$ cat src/hw/scc_pkg.sv
// scc_pkg: constants for the converter configuration and control block
// assumes an 8-bit special function register port driven by the core
`default_nettype none
package scc_pkg;
  localparam int SCC_DW = 8;
  // converter_b_configuration fields
  localparam int SCC_DIV_LSB = 4;
  localparam int SCC_DIV_W = 4;
  localparam int SCC_CALSRC_BIT = 3;
  localparam int SCC_GCAL_BIT = 2;
  localparam int SCC_LCAL_BIT = 1;
  localparam int SCC_OCAL_BIT = 0;
  localparam logic [7:0] SCC_CFG_RST = 8'hf0;
  // converter_a_control fields
  localparam int SCC_EN_BIT = 7;
  localparam int SCC_TM_BIT = 6;
  localparam int SCC_DONE_BIT = 5;
  localparam int SCC_BUSY_BIT = 4;
  localparam int SCC_CM_LSB = 2;
  localparam int SCC_CM_W = 2;
  localparam logic [7:0] SCC_CTL_RST = 8'h00;
  localparam logic [3:0] SCC_CTL_HI_MASK = 4'hc;
  // calibration and conversion lengths in SAR clock ticks
  localparam int SCC_CAL_TICKS = 16;
  localparam int SCC_CONV_TICKS = 18;
  localparam int SCC_SAR_MAX_MHZ = 25;
  localparam int SCC_SYS_MHZ = 20;
  typedef enum logic [3:0]
  {
    SCC_IDLE = 4'b0001,
    SCC_GAIN = 4'b0010,
    SCC_LIN = 4'b0100,
    SCC_OFFS = 4'b1000
  } scc_cal_t;
endpackage : scc_pkg
`default_nettype wire

$ cat src/hw/scc_ctrl.sv
// scc_ctrl: calibration sequencer, SAR clock divider and converter control
// assumes synchronous one-cycle write strobes from the register port
`timescale 1ns/1ps
`default_nettype none

// Behaviour
// - SAR clock period equals divider field plus one system clocks.
// - calibration source bit picks internal or external calibration voltages.
// - gain bit reads 1 while gain calibration runs; writing 1 starts it when enabled with no conversion or calibration running.
// - offset bit reads 1 while running; writing 1 starts it when enabled and idle, unless gain or linearity is also written 1.
// - track mode 0 tracks continuously when enabled except during conversion.
// - enable 0 holds converter shut down; 1 keeps it active.
// - busy reads 1 during conversion; its fall sets the done flag.
module scc_ctrl
  import scc_pkg::*;
#(
  parameter int CAL_TICKS = SCC_CAL_TICKS,
  parameter int CONV_TICKS = SCC_CONV_TICKS
)
(
  input wire logic clk_sys,
  input wire logic nrst,
  input wire logic cfg_wr,
  input wire logic [7:0] cfg_wdata,
  output logic [7:0] cfg_rdata,
  input wire logic ctl_wr,
  input wire logic [7:0] ctl_wdata,
  output logic [7:0] ctl_rdata,
  input wire logic conv_start,
  output logic sar_clk_en,
  output logic use_ext_cal_ref,
  output logic converter_a_powered,
  output logic converter_a_tracking,
  output logic cal_active
);

  // tick counters are 8 bits wide
  if (CAL_TICKS < 1 || CAL_TICKS > 255 || CONV_TICKS < 1 ||
      CONV_TICKS > 255)
  begin : g_tick_check
    $error("scc_ctrl: tick counts must be 1..255");
  end

  function automatic logic bit_wr1(input logic wr, input logic [7:0] d,
                                   input int pos);
    bit_wr1 = wr && d[pos];
  endfunction : bit_wr1

  ////////////////////////////////////////////////////////////////////////////
  logic [3:0] sar_clock_divider_r;
  logic calibration_source_select_r;
  logic [3:0] div_cnt_r;
  scc_cal_t cal_r;
  logic [7:0] cal_cnt_r;
  logic converter_a_enable_r;
  logic track_mode_select_r;
  logic [1:0] start_mode_select_r;
  logic conversion_busy_r;
  logic conversion_done_flag_r;
  logic [7:0] conv_cnt_r;
  logic conv_idle;
  logic busy_fall;

  always_ff @(posedge clk_sys or negedge nrst)
  begin
    if (!nrst)
    begin
      sar_clock_divider_r <= SCC_CFG_RST[SCC_DIV_LSB +: SCC_DIV_W];
      calibration_source_select_r <= SCC_CFG_RST[SCC_CALSRC_BIT];
    end
    else if (cfg_wr)
    begin
      sar_clock_divider_r <= cfg_wdata[SCC_DIV_LSB +: SCC_DIV_W];
      calibration_source_select_r <= cfg_wdata[SCC_CALSRC_BIT];
    end
  end

  assign use_ext_cal_ref = calibration_source_select_r;

  // divider runs always; tick every divider+1 clocks
  always_ff @(posedge clk_sys or negedge nrst)
  begin
    if (!nrst)
      div_cnt_r <= 4'h0;
    else if (div_cnt_r >= sar_clock_divider_r)
      div_cnt_r <= 4'h0;
    else
      div_cnt_r <= div_cnt_r + 4'h1;
  end

  assign sar_clk_en = (div_cnt_r >= sar_clock_divider_r);

  ////////////////////////////////////////////////////////////////////////////
  // calibration needs the converter powered and no conversion in flight
  assign conv_idle = converter_a_enable_r && !conversion_busy_r
                     && (cal_r == SCC_IDLE);

  always_ff @(posedge clk_sys or negedge nrst)
  begin
    if (!nrst)
    begin
      cal_r <= SCC_IDLE;
      cal_cnt_r <= 8'h00;
    end
    else
    begin
      case (cal_r)
        SCC_IDLE:
        begin
          cal_cnt_r <= 8'h00;
          if (conv_idle && bit_wr1(cfg_wr, cfg_wdata, SCC_GCAL_BIT))
            cal_r <= SCC_GAIN;
          else if (conv_idle && bit_wr1(cfg_wr, cfg_wdata, SCC_LCAL_BIT))
            cal_r <= SCC_LIN;
          else if (conv_idle && bit_wr1(cfg_wr, cfg_wdata, SCC_OCAL_BIT))
            cal_r <= SCC_OFFS;
        end
        SCC_GAIN, SCC_LIN, SCC_OFFS:
        begin
          if (sar_clk_en)
          begin
            if (cal_cnt_r == 8'(CAL_TICKS - 1))
              cal_r <= SCC_IDLE;
            else
              cal_cnt_r <= cal_cnt_r + 8'h01;
          end
        end
        default:
          cal_r <= SCC_IDLE;
      endcase
    end
  end

  assign cal_active = (cal_r != SCC_IDLE);

  ////////////////////////////////////////////////////////////////////////////
  always_ff @(posedge clk_sys or negedge nrst)
  begin
    if (!nrst)
    begin
      converter_a_enable_r <= SCC_CTL_RST[SCC_EN_BIT];
      track_mode_select_r <= SCC_CTL_RST[SCC_TM_BIT];
      start_mode_select_r <= SCC_CTL_RST[SCC_CM_LSB +: SCC_CM_W];
    end
    else if (ctl_wr)
    begin
      converter_a_enable_r <= ctl_wdata[SCC_EN_BIT];
      track_mode_select_r <= ctl_wdata[SCC_TM_BIT];
      start_mode_select_r <= ctl_wdata[SCC_CM_LSB +: SCC_CM_W];
    end
  end

  always_ff @(posedge clk_sys or negedge nrst)
  begin
    if (!nrst)
    begin
      conversion_busy_r <= 1'b0;
      conv_cnt_r <= 8'h00;
    end
    else if (!conversion_busy_r)
    begin
      conv_cnt_r <= 8'h00;
      if (converter_a_enable_r && cal_r == SCC_IDLE && (conv_start ||
          (bit_wr1(ctl_wr, ctl_wdata, SCC_BUSY_BIT) &&
           start_mode_select_r == 2'h0)))
        conversion_busy_r <= 1'b1;
    end
    else if (!converter_a_enable_r)
      conversion_busy_r <= 1'b0;
    else if (sar_clk_en)
    begin
      if (conv_cnt_r == 8'(CONV_TICKS - 1))
        conversion_busy_r <= 1'b0;
      else
        conv_cnt_r <= conv_cnt_r + 8'h01;
    end
  end

  // aborted conversions by disable also count as a busy fall
  assign busy_fall = conversion_busy_r && (!converter_a_enable_r ||
                     (sar_clk_en && conv_cnt_r == 8'(CONV_TICKS - 1)));

  always_ff @(posedge clk_sys or negedge nrst)
  begin
    if (!nrst)
      conversion_done_flag_r <= SCC_CTL_RST[SCC_DONE_BIT];
    else if (busy_fall)
      conversion_done_flag_r <= 1'b1;
    else if (ctl_wr && !ctl_wdata[SCC_DONE_BIT])
      conversion_done_flag_r <= 1'b0;
  end

  assign converter_a_powered = converter_a_enable_r;
  // mode 1 tracking is owned by start mode logic outside this block
  assign converter_a_tracking = converter_a_enable_r && !conversion_busy_r
                                && !track_mode_select_r;

  always_comb
  begin
    cfg_rdata = {sar_clock_divider_r, calibration_source_select_r,
                 cal_r == SCC_GAIN, cal_r == SCC_LIN,
                 cal_r == SCC_OFFS};
    ctl_rdata = {converter_a_enable_r, track_mode_select_r,
                 conversion_done_flag_r, conversion_busy_r,
                 start_mode_select_r, 2'b00};
  end

  // gap since the last tick; a divider write in between voids the check
  logic [3:0] tick_gap_r;
  logic tick_gap_ok_r;

  always_ff @(posedge clk_sys or negedge nrst)
  begin
    if (!nrst)
    begin
      tick_gap_r <= 4'h0;
      tick_gap_ok_r <= 1'b0;
    end
    else if (sar_clk_en)
    begin
      tick_gap_r <= 4'h0;
      tick_gap_ok_r <= !cfg_wr;
    end
    else
    begin
      tick_gap_r <= tick_gap_r + 4'h1;
      if (cfg_wr)
        tick_gap_ok_r <= 1'b0;
    end
  end
endmodule : scc_ctrl
`default_nettype wire

$ cat config.mk
export PLATFORM = sky130hd
export DESIGN_NAME = scc_ctrl
export DESIGN_NICKNAME = d
export VERILOG_FILES = /design/src/hw/scc_pkg.sv /design/src/hw/scc_ctrl.sv
export SDC_FILE = /design/constraint.sdc
export NUM_CORES = 1
export LEC_CHECK = 0
export BUFFER_PORTS_ARGS = -buffer_cell sky130_fd_sc_hd__buf_2
export CORE_MARGIN = 8
export CORE_UTILIZATION = 40
export DETAILED_ROUTE_END_ITERATION = 7
export SYNTH_ARGS = -nofsm -noshare
export SYNTH_HDL_FRONTEND = slang
export SYNTH_SLANG_ARGS = --single-unit
$ cat constraint.sdc
create_clock -name clk_sys -period 3.24 [get_ports clk_sys]
set_input_delay 0.648 -clock clk_sys [delete_from_list [all_inputs] [get_ports clk_sys]]
set_output_delay 0.648 -clock clk_sys [all_outputs]
set_load 0.005 [all_outputs]
# == Yosys cells after proc, flatten, opt, wreduce, memory -nomap -nowiden ==
# Cells that the tools add are included.
# Widths: inputs -> output; s select.
# op_classes
addsub,3
n_lt_le_gt_ge,1
eq_ne,14
muxes,21
reduce_logical,29
# op_table
cell,n
$mux 8,6
$mux 4,6
$add 8x1->8 const B,2
$logic_and 1x1->1,16
$pmux 8 s2,1
$ne 2x2->1 const B,6
$reduce_and 3->1,3
$eq 8x4->1 const B,1
$eq 8x5->1 const B,1
$ne 4x1->1 const B,2
$pmux 4 s2,1
$mux 1,7
$add 4x1->4 const B,1
$eq 4x1->1 const B,1
$eq 4x2->1 const B,1
$eq 4x3->1 const B,1
$eq 4x4->1 const B,1
$ge 4x4->1,1
$logic_not 1->1,4
$reduce_bool 2->1,2
$reduce_or 3->1,1
$logic_not 2->1,1
$logic_or 1x1->1,2
# totals
reg_bits,35
input_bits,21
output_inout_bits,21

# == Longest topological paths before layout ==
# Gate-level depths: netlist of run 1.
# depth
depth_word,8
mapped_depth,8
mapped_depth_nobuf,8

# == Least setup slack after synthesis of run 1 ==
# Ideal clock, no wire load.
# synth_path
path_type,reg-to-reg
startpoint,reg sar_clock_divider_r[2]
endpoint,reg cal_cnt_r[6]
setup_time_ps,77
t_arrival_ps,2167
required_ps,3163
path_slack_ps,995
stages_incl_launch_ff,9
n_path_buf,1
synth_period_minus_slack_ps,2245
path_cell_list,dfstp_2 > inv_1 > ha_1 > nand3_1 > o22ai_1 > nor3_1 > clkbuf_1 > or4_1 > a21oi_1
# synth_via
elab_chain_cells,3
# synth_lines
element,line,source
from (decl),scc_ctrl.sv:50,logic [3:0] sar_clock_divider_r;
from (signal assigned),scc_ctrl.sv:68,sar_clock_divider_r <= SCC_CFG_RST[SCC_DIV_LSB +: SCC_DIV_W];
from (signal assigned),scc_ctrl.sv:73,sar_clock_divider_r <= cfg_wdata[SCC_DIV_LSB +: SCC_DIV_W];
$ge 4x4->1,scc_ctrl.sv:91,assign sar_clk_en = (div_cnt_r >= sar_clock_divider_r);
$ne 2x2->1 (no line),-,
$reduce_and 3->1 (no line),-,
to (signal assigned),scc_ctrl.sv:125,cal_cnt_r <= cal_cnt_r + 8'h01;
to (decl),scc_ctrl.sv:54,logic [7:0] cal_cnt_r;
# Every way passes these cells.
# A chain may end at the register's enable or synchronous reset.

# == Worst setup path in the final report of run 1 ==
# layout_path
startpoint,reg sar_clock_divider_r[3]
endpoint,out sar_clk_en
# layout_via
elab_chain_cells,1
# layout_lines
element,line,source
$ge 4x4->1,scc_ctrl.sv:91,
to (decl),scc_ctrl.sv:30,"output logic sar_clk_en,"
# Every way passes these cells.

==> summary.md, run 1 <==
### Status
• status: finished clean

### Timing
• final setup violating endpoints: 0
• number of max-slew violations in the final report: 0
• setup_tns: 0 ns
• peak clock frequency supported by timing: 0.342 GHz
• Final Skew: 0.0149 ns
• final number of hold-violating endpoints: 0
• relative slew slack: 19.9%
• slew at the pin closest to its max-slew limit: 1.19 ns
• worst hold margin: 0.433 ns
• setup repair after global routing missed its margin: no
• post-route minimum period: 2.92 ns
• Final period util: 90.3%

### Critical path
• type of element capturing the critical path: primary output
• crit-path cells: inv_1, ha_1, nand3_1, o22ai_1, nor2_1, inv_1, buf_2
• Critical Path Source Type: register
• number of cell instances on the worst register-to-register path: 7
• largest stage delay on the critical path: 0.53 ns
• most prevalent standard cell on the critical path: sky130_fd_sc_hd__inv_1
• r2r startpoint: sar_clock_divider_r[2]
• Slowest-stage cell, CP: sky130_fd_sc_hd__dfstp_2
• peak fanout along the critical path: 7
• worst setup slack for register-to-register paths: 0.54 ns
• Critical R2R Capture: cal_cnt_r[0]
• Arrival @ worst endpoint: 2.28 ns
• Setup Crit Path Kind: reg -> out
• required time at the endpoint of the critical path: 2.59 ns

### Routing
• drt pass-1 iters: 3
• number of vias in the routed layout: 1428
• initial drt markers: 81
• routed len/inst: 14.5 microns
• remaining design rule violation count: 0
• routed via count divided by cell count: 5.27
• Total Routed Length: 3940 microns
• antenna-violating nets left: 0

### Cells and area
• most used cells in the layout excluding fill and tap cells: 37 x sky130_fd_sc_hd__buf_2, 30 x sky130_fd_sc_hd__dfrtp_1, 11 x sky130_fd_sc_hd__inv_1, 9 x sky130_fd_sc_hd__nor2_1, 9 x sky130_fd_sc_hd__o21ai_0
• Ant. Diodes: 0
• most common cell after layout, fill and taps aside: sky130_fd_sc_hd__buf_2
• share of the core filled with cells in the final layout: 46.4%
• number of nets at the end of the flow: 245
• layout cell share with drive strength beyond 1: 29.5%
• Layout Area Growth over Synthesis: 14.1%
• filler-free cell count of the finished design: 271
• filler cell count in the final layout: 443

### Synthesis
• Post-synth EDFFs: 0
• Synth area leaders: sky130_fd_sc_hd__dfrtp_1 40%, sky130_fd_sc_hd__dfstp_2 6.9%, sky130_fd_sc_hd__ha_1 5.3%
• post-synthesis cell count: 183
• top_reg_cell synth: sky130_fd_sc_hd__dfrtp_1
• top cell type's share of synthesized area: 39.6%
• Synthesis Warnings: 0
• Async S/R FF share, synth: 100%
• total of flip-flops plus latches after synthesis: 35
• area of the mapped netlist: 0.00190 sq mm
• synth unique cells: 46
• sequential element share of the synthesized area: 46.5%
• Syn Area/Cell: 10.4 sq um
• largest area contributor in the netlist: sky130_fd_sc_hd__dfrtp_1

### Floorplanning
• area of the die: 0.00720 sq mm
• initial cell density of the core: 40.7%
• Chip Height: 84.9 microns
• num ports: 42
• Core Area: 0.00466 sq mm
• die outline width: 84.9 microns
• Site Rows: 25

### Flow run
• number of max-capacitance violations reported: 0

### Power and ir drop
• Leak: 1.01 nW
• power density normalized to cell area: 613 mW/mm^2
• Power Total: 1.33 mW
• Peak VDD IR: 0.000372 V

### Global route
• global router's overall resource usage: 11.8%
• antenna violations before repair: 0
• vias in the first global route: 1465
• largest net degree at the start of global routing: 36
• overall overflow remaining after global route: 0
• wire length of the first global-routing pass: 6890 microns

### Clocking
• clock tree root buffer cell: sky130_fd_sc_hd__clkbuf_8
• clock latency reported for the late side of the worst-skew pair: 0.29 ns
• maximum count of clock buffers along a single path: 2
• Post CTS Setup Buffer Count: 0
• count of hold-fix buffers inserted at cts: 0
• Worst-path clk slew: 0.08 ns
• count of instances resized after the clock tree is built: 0
• clock tree from TritonCTS: done
• H-tree Lvls: 2
• sink count of the clock tree: 35
• Inserted Clock Buffers: 5

### Placement
• cell total after placement: 263
• I/O Buffers: 37
• half-perimeter wire length after placement: 2820 microns
• routability congestion estimate from global placement: 0.748

### Min path
• worst min path class: in -> async

synth_stat cells (all sizes together), types with 4 or more instances:
library cell and count:
a21oi 8, o31ai 6, buf 10, dfrtp 30, mux2 7, ha 8, inv 13, and2 8
o21ai 9, dfstp 5, nand3 4, o211ai 5, nand2 7, nor2 9, xnor2 6, or4 7
worst max-delay path: cells and delay by family (launching register included):
kind / cells / cell delay (ns)
buffers and inverters: 3 / 0.38
and+or+nand+nor: 2 / 0.28
DFF: 1 / 0.53
AOI/OAI and AO/OA: 1 / 0.48
adders and majority gates: 1 / 0.30
final cells by class:
type | instances | area, sq um | share of cell area [%]
Timing Repair Buffer | 38 | 193 | 8.90
Clock buffer | 5 | 68.8 | 3.18
Tap cell | 54 | 67.6 | 3.12
Sequential cell | 35 | 882 | 40.8
Inverter | 13 | 48.8 | 2.25
Multi-Input combinational cell | 123 | 885 | 40.9
Clock inverter | 3 | 20.0 | 0.925
worst max-delay path by stage:
stage	startpoint	end	slack (ns)
5_1_grt	sar_clock_divider_r[3]	sar_clk_en	0.14
2_1_floorplan	sar_clock_divider_r[2]	cal_cnt_r[6]	1.0
3_3_place_gp	sar_clock_divider_r[2]	cal_cnt_r[0]	0.63
4_1_cts	sar_clock_divider_r[3]	sar_clk_en	0.30
3_5_place_dp	sar_clock_divider_r[2]	cal_cnt_r[0]	0.60
6_report	sar_clock_divider_r[3]	sar_clk_en	0.32
where the power goes:
group / internal (mW) / leakage, nW / switching [mW]
registers: 0.502 / 0.453 / 0.0718
logic: 0.188 / 0.517 / 0.246
clock network: 0.150 / 0.0402 / 0.168
layer usage:
layer | vias up | routed length [microns] | track usage, %
met3 | 6 | 285 | 4.44
met1 | 669 | 1960 | 15.3
met4 | 0 | 53 | 4.85
met2 | 38 | 1640 | 17.2
li1 | 715 | - | -
met5 | - | 0 | 0
state kept, by name, indices dropped and copies added (netlist names):
name                    count
sar_clock_divider_r         4
conversion_busy_r           1
track_mode_select_r         1
cal_cnt_r                   8
conv_cnt_r                  8
use_ext_cal_ref             1
start_mode_select_r         2
conversion_done_flag_r      1
cal_r                       4
div_cnt_r                   4
converter_a_powered         1
kinds of logic after synthesis:
group | share of synthesized area (%)
AND/OR/NAND/NOR | 17.9
AO/OA/AOI/OAI | 14.6
flip-flops | 46.5
buffers and inverters | 7.06
adder cells (fa/ha/maj) | 5.28
XOR/XNOR | 3.69
multiplexers | 4.68
other | 0.198
per-stage QoR:
step	cell area [sq um]	worst slack [ns]
finish	2160	0.316
global route	2160	0.137
CTS	2160	0.297
detailed placement	2080	0.601
global placement	2080	0.626
floorplan	1900	0.995
No activity file was read; power rests on OpenSTA's default activity.
==> inputs of run 2 (changes only) <==
ABC_AREA = 1   (was unset)
==> summary.md, run 2 <==
### Floorplanning
• initial cell density of the core: 40.6%, -0.14 points
• Site Rows: 27, +8.0%
• num ports: 42, unchanged
• Core Area: 0.00537 sq mm, +15%
• die outline width: 89.8 microns, +5.8%
• area of the die: 0.00806 sq mm, +12%
• Chip Height: 89.8 microns, +5.8%

### Timing
• final number of hold-violating endpoints: 0, unchanged
• slew at the pin closest to its max-slew limit: 0.766 ns, -0.426 ns
• post-route worst setup slack: 0.674 ns, +0.359 ns
• relative slew slack: 49.0%, +29 points
• final setup violating endpoints: 0, unchanged
• peak clock frequency supported by timing: 0.390 GHz, +14%
• setup repair after global routing missed its margin: no
• post-route minimum period: 2.57 ns, -0.359 ns
• Final period util: 79.2%, -11 points
• Final Skew: 0.00651 ns, -0.00835 ns
• number of max-slew violations in the final report: 0, unchanged
• setup_tns: 0 ns, unchanged
• worst hold margin: 0.431 ns, -0.00195 ns

### Cells and area
• most used cells in the layout excluding fill and tap cells: 96 x sky130_fd_sc_hd__nand2_1, 40 x sky130_fd_sc_hd__inv_1, 37 x sky130_fd_sc_hd__buf_2, 30 x sky130_fd_sc_hd__dfrtp_1, 28 x sky130_fd_sc_hd__nand3_1
• most common cell after layout, fill and taps aside: sky130_fd_sc_hd__nand2_1
• filler cell count in the final layout: 558, +26%
• Ant. Diodes: 0, unchanged
• share of the core filled with cells in the final layout: 46.1%, -0.34 points
• number of nets at the end of the flow: 356, +45%
• layout cell share with drive strength beyond 1: 19.2%, -10 points
• Largest regs: cal_cnt_r x8, conv_cnt_r x8
• Layout Area Growth over Synthesis: 13.7%

### Synthesis
• area of the mapped netlist: 0.00218 sq mm, +15%
• Post-synth EDFFs: 0, unchanged
• sequential element share of the synthesized area: 40.5%, -6.0 points
• commonest cells in the synthesized netlist: 96 x sky130_fd_sc_hd__nand2_1, 40 x sky130_fd_sc_hd__inv_1, 30 x sky130_fd_sc_hd__dfrtp_1, 28 x sky130_fd_sc_hd__nand3_1, 27 x sky130_fd_sc_hd__nor2_1
• Synth area leaders: sky130_fd_sc_hd__dfrtp_1 34%, sky130_fd_sc_hd__nand2_1 17%, sky130_fd_sc_hd__inv_1 6.9%
• synth unique cells: 33, -28%
• top_reg_cell synth: sky130_fd_sc_hd__dfrtp_1
• post-synthesis cell count: 292, +60%
• Synthesis Warnings: 0, unchanged
• cell with the most instances after synthesis: sky130_fd_sc_hd__nand2_1
• Async S/R FF share, synth: 100%, unchanged
• total of flip-flops plus latches after synthesis: 35, unchanged
• top cell type's share of synthesized area: 34.5%, -5.1 points
• Syn Area/Cell: 7.46 sq um, -28%
• largest area contributor in the netlist: sky130_fd_sc_hd__dfrtp_1

### Power and ir drop
• power density normalized to cell area: 655 mW/mm^2, +6.9%
• Peak VDD IR: 0.000235 V, -37%
• Power Total: 1.62 mW, +22%
• Leak: 1.37 nW, +36%

### Critical path
• type of element capturing the critical path: primary output
• Slowest-stage cell, CP: sky130_fd_sc_hd__dfstp_2
• largest stage delay on the critical path: 0.53 ns, about the same
• crit-path cells: inv_1, ha_1, a21oi_2, nand2_1, buf_2
• r2r startpoint: sar_clock_divider_r[3]
• Arrival @ worst endpoint: 1.92 ns, -0.36 ns
• worst setup slack for register-to-register paths: 1.28 ns, +0.74 ns
• peak fanout along the critical path: 8, +1
• number of cell instances on the worst register-to-register path: 7, unchanged
• Critical Path Source Type: register
• required time at the endpoint of the critical path: 2.59 ns, about the same
• Critical R2R Capture: conv_cnt_r[6]
• Setup Crit Path Kind: reg -> out

### Clocking
• clock tree root buffer cell: sky130_fd_sc_hd__clkbuf_8
• sink count of the clock tree: 35, unchanged
• maximum count of clock buffers along a single path: 2, unchanged
• clock latency reported for the late side of the worst-skew pair: 0.28 ns, about the same
• Worst-path clk slew: 0.07 ns, about the same
• count of hold-fix buffers inserted at cts: 0, unchanged
• H-tree Lvls: 2, unchanged
• Inserted Clock Buffers: 5, unchanged
• Post CTS Setup Buffer Count: 0, unchanged
• clock tree from TritonCTS: done
• count of instances resized after the clock tree is built: 0, unchanged

### Flow run
• number of max-capacitance violations reported: 0, unchanged

### Routing
• total met2 wirelength after detailed routing: 2110 microns, +29%
• routed length on met1: 2250 microns, +15%
• routed len/inst: 11.5 microns, -21%
• number of vias in the routed layout: 1852, +30%
• wire length on met3: 185 microns, -35%
• remaining design rule violation count: 0, unchanged
• top routing layer in use: met4
• drt pass-1 iters: 4, +1
• Total Routed Length: 4610 microns, +17%
• initial drt markers: 41, -49%
• antenna-violating nets left: 0, unchanged
• routed via count divided by cell count: 4.63, -12%

### Global route
• overall overflow remaining after global route: 0, unchanged
• global router's overall resource usage: 12.0%, +0.19 points
• wire length of the first global-routing pass: 8270 microns, +20%
• largest net degree at the start of global routing: 36, unchanged
• vias in the first global route: 1876, +28%
• antenna violations before repair: 0, unchanged

### Min path
• worst min path class: in -> async

### Placement
• routability congestion estimate from global placement: 0.805, +7.6%
• worst setup timing slack at the placement stage: 0.982 ns, +0.381 ns
• half-perimeter wire length after placement: 3400 microns, +21%
• I/O Buffers: 37, unchanged

### Status
• status: finished clean

## run 2: cell families (layout without fill, tap and decap cells)
logic type               count (synthesis)  in the layout  share of synthesized area (%)
AO/OA/AOI/OAI                           17             17                           4.88
other                                    1              2                          0.172
XOR/XNOR                                 6              6                           2.41
adder cells (fa/ha/maj)                  8              8                           4.60
buffers and inverters                   50             85                           10.2
flip-flops                              35             35                           40.5
AND/OR/NAND/NOR                        175            175                           37.2
## run 2: area by class of cell
class | count | area (sq um) | share of cell area (%)
repair buffers | 37 | 185 | 7.48
flip-flops and latches | 35 | 882 | 35.6
multi-input cells | 208 | 1080 | 43.5
clock buffers | 7 | 86.3 | 3.49
clock inverters | 1 | 5.00 | 0.202
inverters | 40 | 150 | 6.06
well taps | 72 | 90.1 | 3.64
## run 2: how the worst max path moves through the flow
stage | startpoint | endpoint | slack (ns) | cells after the start
floorplan | sar_clock_divider_r[3] | sar_clk_en | 1.31 | 4
global placement | sar_clock_divider_r[3] | sar_clk_en | 0.99 | 5
detailed placement | sar_clock_divider_r[3] | sar_clk_en | 0.98 | 5
CTS | sar_clock_divider_r[3] | sar_clk_en | 0.64 | 5
global route | sar_clock_divider_r[3] | sar_clk_en | 0.58 | 5
finish | sar_clock_divider_r[3] | sar_clk_en | 0.67 | 5
## run 2: power breakdown
| group | switching, mW | internal, mW | leakage (nW) |
|---|---|---|---|
| registers | 0.0756 | 0.521 | 0.454 |
| logic | 0.465 | 0.229 | 0.867 |
| clock network | 0.160 | 0.172 | 0.0482 |
| total | 0.701 | 0.922 | 1.37 |
## run 2: metrics by stage
| step | instances | area (sq um) |
|---|---|---|
| 6_report | 400 | 2480 |
| 3_5_place_dp | 392 | 2380 |
| 2_1_floorplan | 293 | 2180 |
| 4_1_cts | 400 | 2480 |
| 5_1_grt | 400 | 2480 |
| 3_3_place_gp | 392 | 2380 |
## run 2: metal layers
metal | up-vias | track usage, %
met5 | - | 0
met4 | 0 | 3.95
met3 | 6 | 3.16
met2 | 35 | 19.8
met1 | 836 | 14.8
li1 | 975 | -
## run 2: critical path: cells and delay by family (launching register included)
kind | cells | cell delay (ns)
buf+inv | 2 | 0.25
flops | 1 | 0.53
compound gates | 1 | 0.28
simple gates | 1 | 0.26
fa+ha+maj | 1 | 0.31
